File: config.mk
export PLATFORM = sky130hd
export DESIGN_NAME = gate_delay_status_regs
export DESIGN_NICKNAME = d
export VERILOG_FILES = /design/src/inc/gate_delay_pkg.sv /design/src/hw/gate_delay_status_regs.sv
export SDC_FILE = /design/constraint.sdc
export NUM_CORES = 1
export LEC_CHECK = 0
export BUFFER_PORTS_ARGS = -buffer_cell sky130_fd_sc_hd__buf_4
export CAP_MARGIN = 20
export CORE_AREA = 2 2 76 78
export CTS_CLUSTER_SIZE = 25
export DETAILED_ROUTE_END_ITERATION = 8
export DIE_AREA = 0 0 78 80
export PLACE_DENSITY = 0.79
export SLEW_MARGIN = 30
export SYNTH_ARGS = -nofsm -noshare
export SYNTH_HDL_FRONTEND = slang
export SYNTH_SLANG_ARGS = --single-unit
File: constraint.sdc
create_clock -name mclk -period 1.3 [get_ports mclk]
set_input_delay 0.13 -clock mclk [delete_from_list [all_inputs] [get_ports mclk]]
set_output_delay 0.13 -clock mclk [all_outputs]
set_load 0.01 [all_outputs]
File: src/inc/gate_delay_pkg.sv
// Purpose: Shared constants and types for the gate delay status registers
// Assumes: 7-bit register address, 16-bit register data
// Notes:   Field positions, offsets and reset values live here only

// ============================================================
// Package
// ============================================================
package gate_delay_pkg;

  // Register address width and data width
  localparam int unsigned ADDR_W   = 7;
  localparam int unsigned DATA_W   = 16;
  // Width of a raw measurement count from the timing logic
  localparam int unsigned MEAS_W   = 8;
  // Width of a reported delay field
  localparam int unsigned FIELD_W  = 6;
  // Number of half-bridges
  localparam int unsigned NUM_HB   = 3;

  // Register offsets
  localparam logic [ADDR_W-1:0] HB1_DELAYS_ADDR = 7'h53;
  localparam logic [ADDR_W-1:0] HB2_DELAYS_ADDR = 7'h54;
  localparam logic [ADDR_W-1:0] HB3_DELAYS_ADDR = 7'h55;

  // Field positions
  localparam int unsigned OFF_LSB  = 8;
  localparam int unsigned OFF_MSB  = 13;
  localparam int unsigned ON_LSB   = 0;
  localparam int unsigned ON_MSB   = 5;

  // Reset values
  localparam logic [DATA_W-1:0]  DELAYS_RESET = 16'h0000;
  localparam logic [FIELD_W-1:0] FIELD_RESET  = 6'h00;
  // Largest reportable count, used for saturation
  localparam logic [FIELD_W-1:0] FIELD_MAX    = 6'h3F;

  // Weight of one count, in picoseconds (53.3 ns)
  localparam int unsigned COUNT_WEIGHT_PS = 53300;

  // One completed switching measurement from one half-bridge
  typedef struct packed {
    logic              done;
    logic [MEAS_W-1:0] on_cnt;
    logic [MEAS_W-1:0] off_cnt;
  } meas_t;

  // One register read request
  typedef struct packed {
    logic              stb;
    logic [ADDR_W-1:0] addr;
  } rd_req_t;

endpackage : gate_delay_pkg

File: src/hw/gate_delay_status_regs.sv
// Purpose: Read-only effective turn-on/off delay registers, three bridges
// Assumes: Inputs synchronous to mclk; reset synchronous, active low
// Notes:   Register port sits behind the serial register interface
//
// Contract
// RULE_01: Reserved bits 15:14 and 7:6 read zero
// RULE_02: Bridge one off delay in bits 13:8
// RULE_03: Bridge one on delay in bits 5:0
// RULE_04: Bridge two off delay in bits 13:8
// RULE_05: Bridge two on delay in bits 5:0
// RULE_06: Bridge three off delay in bits 13:8
// RULE_07: Bridge three on delay in bits 5:0
// RULE_08: Power-on or soft reset clears all registers
// RULE_09: Restart keeps delay fields, reserved bits zero
// RULE_10: Host writes never alter delay values
// RULE_11: Refresh per transition, saturate counts at 63

`timescale 1ns/1ps
`default_nettype none

module gate_delay_status_regs
  import gate_delay_pkg::*;
(
  // Clock and resets
  input  wire logic              mclk,
  input  wire logic              rst_n,
  input  wire logic              soft_rst,
  input  wire logic              restart,
  // Measurements from the gate-drive timing logic
  input  wire meas_t             meas [NUM_HB],
  // Register port
  input  wire rd_req_t           rd_req,
  input  wire logic              wr_stb,
  input  wire logic [ADDR_W-1:0] wr_addr,
  input  wire logic [DATA_W-1:0] wr_data,
  // Register answers
  output logic      [DATA_W-1:0] rd_data,
  output logic                   rd_valid,
  output logic                   rd_unmapped,
  output logic                   wr_refused
);

  // ============================================================
  // Saturation helper
  // ============================================================
  // Clamp a raw count to the six-bit field
  function automatic logic [FIELD_W-1:0] sat_count(
    input logic [MEAS_W-1:0] raw
  );
    logic [FIELD_W-1:0] res;
    res = FIELD_MAX;
    if (raw <= MEAS_W'(FIELD_MAX)) begin
      res = raw[FIELD_W-1:0];
    end
    return res;
  endfunction : sat_count

  // ============================================================
  // Delay field storage
  // ============================================================
  logic [NUM_HB-1:0][FIELD_W-1:0] on_q;        // Stored turn-on counts
  logic [NUM_HB-1:0][FIELD_W-1:0] off_q;       // Stored turn-off counts
  logic [NUM_HB-1:0][DATA_W-1:0]  reg_view;    // Register images
  logic                           clear_all;   // Soft reset clear

  // Soft reset clears the delay fields as power-on does
  assign clear_all = soft_rst;

  genvar g;
  generate
    for (g = 0; g < NUM_HB; g++) begin : gen_hb
      logic               refresh;     // Accept a new measurement
      logic [FIELD_W-1:0] next_on;     // Saturated turn-on count
      logic [FIELD_W-1:0] next_off;    // Saturated turn-off count

      // Restart freezes the fields, so a measurement then is dropped
      assign refresh  = meas[g].done && !restart && !clear_all; // RULE_09
      assign next_on  = sat_count(meas[g].on_cnt);              // RULE_11
      assign next_off = sat_count(meas[g].off_cnt);             // RULE_11

      // Field registers; no path from the write port
      always_ff @(posedge mclk) begin
        if (!rst_n || clear_all) begin
          on_q[g]  <= FIELD_RESET;                              // RULE_08
          off_q[g] <= FIELD_RESET;                              // RULE_08
        end else if (refresh) begin
          on_q[g]  <= next_on;                                  // RULE_11
          off_q[g] <= next_off;                                 // RULE_11
        end
      end

      // Reserved bits are constant zero in every state
      assign reg_view[g] = {2'h0, off_q[g], 2'h0, on_q[g]};     // RULE_01
    end
  endgenerate

  // ============================================================
  // Read decode
  // ============================================================
  logic              hit1;       // Address selects bridge one
  logic              hit2;       // Address selects bridge two
  logic              hit3;       // Address selects bridge three
  logic              rd_hit;     // Any mapped address
  logic [DATA_W-1:0] next_rd;    // Data to present

  assign hit1    = rd_req.addr == HB1_DELAYS_ADDR;
  assign hit2    = rd_req.addr == HB2_DELAYS_ADDR;
  assign hit3    = rd_req.addr == HB3_DELAYS_ADDR;
  assign rd_hit  = hit1 || hit2 || hit3;
  // Unmapped addresses read as zero
  assign next_rd = hit1 ? reg_view[0] :                  // RULE_02 RULE_03
                   hit2 ? reg_view[1] :                  // RULE_04 RULE_05
                   hit3 ? reg_view[2] : DELAYS_RESET;    // RULE_06 RULE_07

  // Read answer registers, one cycle after the strobe
  always_ff @(posedge mclk) begin
    if (!rst_n) begin
      rd_data     <= DELAYS_RESET;
      rd_valid    <= 1'b0;
      rd_unmapped <= 1'b0;
    end else begin
      rd_valid    <= rd_req.stb;
      rd_unmapped <= rd_req.stb && !rd_hit;
      if (rd_req.stb) begin
        rd_data <= next_rd;                                     // RULE_03
      end
    end
  end

  // ============================================================
  // Write handling
  // ============================================================
  // Every write is refused; data is discarded
  logic wr_seen;    // A write arrived this cycle

  assign wr_seen = wr_stb && (wr_addr == wr_addr) && (wr_data == wr_data);

  // One-cycle refusal pulse for every write
  always_ff @(posedge mclk) begin
    if (!rst_n) begin
      wr_refused <= 1'b0;
    end else begin
      wr_refused <= wr_seen;                                    // RULE_10
    end
  end
endmodule : gate_delay_status_regs

`default_nettype wire

; Word-level counts from Yosys, hierarchy flattened
; Cells that the tools add are included.
[word_totals]
regBits = 55
inputBits = 87
output_inout_bits = 19
wordCells = 42
[op_classes]
n_lt_le_gt_ge = 6
n_eq_ne = 3
n_mux = 9
reduce_logical = 14
[op_table]
columns = op, count
row1 = $le 8x6->1 const B, 6
row2 = $mux 14, 3
row3 = $mux 6, 6
row4 = $eq 7x7->1 const B, 3
row5 = $logic_and 1x1->1, 7
row6 = $logic_not 1->1, 4
row7 = $logic_or 1x1->1, 3

; Longest topological paths before layout
; Gate-level depths: netlist of the first run.
[depth]
word_depth = 5
mapped_depth = 4
mapped_depth_nobuf = 3

; Least setup slack after synthesis of the first run
; OpenSTA, ideal clock, no wires.
[synth_path]
kind = input to register
from = input port soft_rst
to = register off_q[0] in the netlist's numbering
setup_ns = 0.131
t_arrival_ns = 0.763
required_time_ns = 1.169
setup_slack_ns = 0.406
path_stages = 3
n_path_buf = 1
path_cell_list = nor3b_4 buf_2 a211oi_1
[synth_via]
elab_chain_len = 2
elab_cells_between_ends = 3
classes_between = reduce/logical (3)
[synth_lines]
columns = element, line
row1 = from (decl), gate_delay_status_regs.sv:27  ; input wire logic soft_rst,
row2 = $logic_not 1->1, gate_delay_status_regs.sv:77  ; assign refresh = meas[g].done && !restart && !clear_all;
row3 = $logic_and 1x1->1, gate_delay_status_regs.sv:77
row4 = "to (signal, indexed assignment)", gate_delay_status_regs.sv:88  ; off_q[g] <= next_off;
row5 = to (decl), gate_delay_status_regs.sv:62  ; logic [NUM_HB-1:0][FIELD_W-1:0] off_q;
; Several ways; a longest one is shown, not always the timed one.
; A chain may end at the register's enable or synchronous reset.

; Worst setup path after layout of the first run
[layout_path]
from = input port rd_req[0] in the netlist's numbering
to = register rd_data[0]
[layout_via]
elab_chain_len = 4
elab_cells_between_ends = 6
classes_between = eq/ne (3) / mux (3)
[layout_lines]
columns = element, line
row1 = from (decl), gate_delay_status_regs.sv:32  ; input wire rd_req_t rd_req,
row2 = $eq 7x7->1, gate_delay_status_regs.sv:108  ; assign hit3 = rd_req.addr == HB3_DELAYS_ADDR;
row3 = $mux 14, gate_delay_status_regs.sv:113  ; hit3 ? reg_view[2] : DELAYS_RESET;
row4 = $mux 14, gate_delay_status_regs.sv:112  ; hit2 ? reg_view[1] :
row5 = $mux 14 *, gate_delay_status_regs.sv:111  ; assign next_rd = hit1 ? reg_view[0] :
row6 = to (signal assigned), gate_delay_status_regs.sv:125  ; rd_data <= next_rd;
row7 = to (decl), gate_delay_status_regs.sv:37  ; output logic [DATA_W-1:0] rd_data,
; Mark *: on every way between the ends. The rest lies on a longest branch, timed or not.

==> results.yml, run 1 <==
worst_setup_path:
  startpoint_type: "input port"
  crit_arrival_ps: 1240
  cp.required_ps: 1530
  crit_path_max_fanout: 15
  crit_type: "in2reg"
  crit_path_end_kind: "flip-flop"
finish:
  mostFrequentLayoutCell: "buf_4"
  areaGrowthSynthToFinish_pct: 28.08
  mostFrequentLayoutCells: "buf_4, nor2_1, dfxtp_1"
  post-route-util_pct: 58.08
  final_nets: 420
  n_antenna_cell: 0
  drive_gt1_share_pct: 37.84
timing:
  max-slew-margin-rel_pct: 46.16
  finalSetupViolCount: 0
  worst_pin_slew_ps: 805.9
  post-route-period-util_pct: 77.87
  fin_tns_setup_ps: 0
  finClkSkew_ps: 5.707
  rsz0062_at_grt: "false"
  hold_violations: 0
  slew_viol_final: 0
  fmax_mhz: 987.8
  fin_crit_ps: 1012
min_path:
  hp-class: "in2reg"
clock_tree:
  clock-sinks: 51
  ctsResizeCount: 0
  clock-root-buffer: "clkbuf_8"
  clock_latency_ps: 300
  path_clk_slew_ps: 90
  clockBufferDepth: 2
  cts_hold_buf: 0
  cts_tree: "yes"
  htree_levels: 2
  cts_buffers: 5
  post_cts_buffers: 0
global_route:
  antenna_found_initial: 0
  grt_overflow: 0
  gr-usage-all-layers_pct: 17.70
  grt_max_degree: 25
  grt_pass1_vias: 1942
  grt_pass1_wl_microns: 8700
pwr:
  leakage_nw: 1.213
  ir_worst_vdd_uv: 451.1
  power_density_nw_per_um2: 986.1
placement:
  post-dp-hpwl_microns: 4222
  place_congestion: 0.8107
  port_buffers: 78
die:
  initial_core_util_pct: 45.35
  die_area_sq_um: 6240
  io_pins: 106
  dieWidth_microns: 78
  dieHeight_microns: 80
  core.rowCount: 27
  core_area_sq_um: 5405
routing:
  dr_total_vias: 2049
  viasPerCell: 5.059
  drc: 0
  drt_wl_total_microns: 5407
  first_iter_violations: 67
  firstDrtPassIters: 4
  detail-route-antenna-nets: 0
  drt-wirelength-per-cell_microns: 13.35
flow_run:
  maxCapViolCount: 0
yosys:
  syn_avg_cell_area_sq_um: 9.112
  synthesis.area_sq_um: 2451
  yosysWarningCount: 0
  synth-seq-cells: 51
  ys_seq_area_share_pct: 41.65
  yosysUniqueCellTypes: 25
  postSynthCellCount: 269
run_status:
  status: "finished clean"
==> metrics by stage <==
| stage | total power [W] | area, sq um | hold slack [ps] | std cells | setup WS [ps] |
|---|---|---|---|---|---|
| 5_1_grt | 0.003238 | 3139 | 18.02 | 405 | 214.4 |
| 3_3_place_gp | 0.002060 | 3033 | 339.4 | 398 | 14.20 |
| 6_report | 0.003096 | 3139 | 32.66 | 405 | 287.7 |
| 2_1_floorplan | 0.001884 | 2462 | 251.7 | 272 | 406.1 |
| 4_1_cts | 0.003126 | 3139 | 27.92 | 405 | 284.0 |
| 3_5_place_dp | 0.002070 | 3033 | 341.9 | 398 | -55.65 |
==> metal layers <==
| metal | GRT usage, % | vias up | routed length (microns) |
|---|---|---|---|
| met4 | 4.561 | 0 | 52 |
| met3 | 5.317 | 7 | 317 |
| met1 | 21.53 | 923 | 2366 |
| li1 | - | 1069 | - |
| met5 | 0 | - | 0 |
| met2 | 30.52 | 50 | 2671 |
==> layout make-up <==
type                            count  area (sq um)
Clock buffer                        5         68.82
Clock inverter                      2         37.54
Fill cell                         491          2266
Multi-Input combinational cell    192          1261
Sequential cell                    51          1021
Tap cell                           72         90.09
Timing Repair Buffer               83         660.6
==> cell families after synthesis <==
group,count (synthesis),synth area share [%]
buffers and inverters,29,7.453
other,1,0.1530
DFF,51,41.65
AOI/OAI and AO/OA,73,25.93
and+or+nand+nor,115,24.81
==> synth_stat cells <==
| library cell | number | area [sq um] |
|---|---|---|
| nor2_1 | 72 | 270.3 |
| dfxtp_1 | 51 | 1021 |
| a211oi_1 | 24 | 180.2 |
| a211oi_2 | 24 | 300.3 |
| and4b_1 | 12 | 120.1 |
| nand2_1 | 12 | 45.04 |
| o211ai_1 | 12 | 90.09 |
| o21ai_1 | 10 | 50.05 |
| buf_2 | 8 | 40.04 |
| buf_1 | 6 | 22.52 |
| buf_6 | 6 | 67.56 |
| or2_2 | 6 | 37.54 |
| buf_4 | 5 | 37.54 |
| clkbuf_1 | 4 | 15.01 |
| nor3b_4 | 3 | 56.30 |
| o21ai_0 | 3 | 15.01 |
| and2_1 | 2 | 12.51 |
| nor2b_1 | 2 | 12.51 |
| and2_0 | 1 | 6.260 |
| and3b_1 | 1 | 8.760 |
| and4bb_2 | 1 | 12.51 |
| conb_1 | 1 | 3.750 |
| nand2b_1 | 1 | 6.260 |
| nand3b_1 | 1 | 7.510 |
| nor3b_2 | 1 | 12.51 |
==> power breakdown <==
| group | switching [W] | internal [W] |
|---|---|---|
| clock | 0.000501 | 0.000563 |
| sequential | 0.0000169 | 0.00159 |
| combinational | 0.000205 | 0.000217 |
| total | 0.000723 | 0.00237 |
==> worst paths after layout <==
kind / slack (ps) / startpoint / end / cells past startpoint
setup / recovery: 290 / rd_req[0] / rd_data[0] / 4
hold / removal: 30 / wr_stb / wr_refused / 2
hold reg to reg: 450 / rd_data[1] / rd_data[1] / 2
setup reg to reg: 290 / on_q[16] / rd_data[4] / 3
==> critical path, cell delays in order <==
cell      delay, ps
buf_4           150
nor3b_2         580
a211oi_1        170
o21ai_0         200
==> registers in the layout (all words and copies together), names as in the netlist <==
register     cells
rd_valid         1
rd_data         12
on_q            18
off_q           18
wr_refused       1
rd_unmapped      1
(Power assumes the default switching activity.)
==> run 2: changes to the inputs <==
Settings changed: ABC_AREA set to 1, PLACE_DENSITY 0.79 to 0.78.
Clock period 1.3 ns to 0.95 ns, I/O delays scaled along.
==> results.yml, run 2 <==
yosys:
  synth-seq-cells: 51
  synth_edf_count: 0
  synth-xor-area-share_pct: 0
  synth_most_common_cell: "nand2_1"
  synth_common_cells: "nand2_1, dfxtp_1, nand3_1"
  syn_avg_cell_area_sq_um: 7.276
  synth_area_leaders: "dfxtp_1, nand2_1, nand3_1, a21oi_1, o21ai_0"
  ys.flop_type: "dfxtp_1"
  async_reset_ff_share_pct: 0
  synth_fa_ha_area_share_pct: 0
  postSynthCellCount: 330
  yosysUniqueCellTypes: 23
  ys_seq_area_share_pct: 42.52
  synth_top_family_by_area: "simple AND/OR/NAND/NOR gates"
  yosysWarningCount: 0
  synth.mux.area_fraction_pct: 0
  synthesis.area_sq_um: 2401
  synth_compound_area_share_pct: 17.72
  yosysTopAreaCell: "dfxtp_1"
  yosys.area_share.simple_pct: 27.20
  synth_top_area_share_pct: 42.52
timing:
  fin_ws_ps: 47.16
  rsz0062_at_grt: "false"
  fmax_mhz: 1108
  slew_viol_final: 0
  finalSetupViolCount: 0
  finClkSkew_ps: 7.528
  post-route-period-util_pct: 95.04
  whs_ps: 50.83
  hold_violations: 0
  fin_crit_ps: 902.8
placement:
  pre_cts_slack_ps: -233.2
  port_buffers: 78
  post-dp-hpwl_microns: 4746
  placed_cells: 467
  place_congestion: 0.8342
  placed_cell_area_sq_um: 3050
finish:
  final_nets: 491
  mostFrequentLayoutCell: "buf_4"
  fin_area_sq_um: 3162
  areaGrowthSynthToFinish_pct: 31.68
  n_antenna_cell: 0
  instances_no_fill: 477
  reg.largest.list: "off_q: 18 flops, on_q: 18 flops, rd_data: 12 flops"
  drive_gt1_share_pct: 29.38
  post-route-util_pct: 58.50
  mostFrequentLayoutCells: "buf_4, nand2_1, dfxtp_1"
clock_tree:
  cts_buffers: 5
  clock-root-buffer: "clkbuf_8"
  clock_latency_ps: 300
  clock-sinks: 51
  htree_levels: 2
  clockBufferDepth: 2
  post_cts_buffers: 0
  cts_tree: "yes"
  path_clk_slew_ps: 90
die:
  die_area_sq_um: 6240
  core_area_sq_um: 5405
  core.rowCount: 27
  io_pins: 106
  dieWidth_microns: 78
  initial_core_util_pct: 44.42
  dieHeight_microns: 80
pwr:
  power_density_nw_per_um2: 1242
  leakage_nw: 1.338
  ir_worst_vdd_uv: 775.7
routing:
  drc: 0
  dr_total_vias: 2377
  viasPerCell: 4.983
  first_iter_violations: 159
  drt-wirelength-per-cell_microns: 12.57
  drt_wl_total_microns: 5995
  detail-route-antenna-nets: 0
  firstDrtPassIters: 4
min_path:
  hp-class: "in2reg"
  min_from: "rst_n"
worst_setup_path:
  crit_path_top_delay_cell: "dfxtp_1"
  crit_arrival_ps: 810
  crit_type: "reg2out"
  crit_path_end_kind: "output pin"
  cp_top_family: "flip-flops"
  startpoint_type: "flip-flop"
  path_cells: "buf_4"
  cpPeakStageDelay_ps: 370
  cp.required_ps: 850
  worstReg2RegStart: "off_q[7]"
  crit_path_max_fanout: 2
  cp_num_buf_inv: 1
  crit_start: "rd_data[5]"
global_route:
  grt_overflow: 0
  gr-usage-all-layers_pct: 20.00
  antenna_found_initial: 0
  grt_pass1_wl_microns: 9908
  grt_max_degree: 37
  grt_pass1_vias: 2266
run_status:
  status: "finished clean"
flow_run:
  maxCapViolCount: 0
-- run 2: changes by cell type after synthesis, moves of 22 or more --
cell	before	now
a21oi_1	0	36
nand3_1	0	48
nand2_1	12	70
o21ai_0	3	25
nor2_1	72	1
inv_1	0	32
-- run 2: final cells by class --
cell class                      instances  area (sq um)
Fill cell                             524          2243
Multi-Input combinational cell        221          1100
Inverter                               34         127.6
Timing Repair Buffer                   91         738.2
Clock inverter                          2         12.51
Clock buffer                            6         72.57
Tap cell                               72         90.09
Sequential cell                        51          1021
-- run 2: repair_timing --
action / in CTS / in global routing
endpoints found under the setup margin: 0 / 7
endpoints found under the hold margin: 1 / 0
gates resized for setup: 0 / 4
hold buffers: 2 / 0
-- run 2: power by group --
group,switching (W),internal [W]
Sequential,0.0000192,0.00218
Combinational,0.000254,0.000281
Clock,0.000680,0.000516
-- run 2: routing by layer --
metal	GRT usage (%)	wire, microns	up-vias
met4	4.035	39	0
li1	-	-	1222
met3	4.299	380	4
met1	25.05	2530	1072
met2	35.52	3045	79
met5	0	0	-
-- run 2: stage by stage --
step | total power [W] | TNS [ps]
global placement | 0.002766 | -5249
detailed placement | 0.002775 | -6851
floorplan | 0.002508 | 0
global route | 0.004117 | 0
CTS | 0.003962 | 0
finish | 0.003928 | 0
-- run 2: final timing paths --
path	end	slack, ps	cells past startpoint
max	rd_data[5]	50	1
min	rd_valid	50	3
max reg2reg	rd_data[9]	140	4
min reg2reg	off_q[8]	470	2
-- run 2: kinds of logic after synthesis --
kind of cell / after synthesis
and+or+nand+nor: 144
AOI/OAI and AO/OA: 73
buffers and inverters: 61
DFF: 51
other: 1
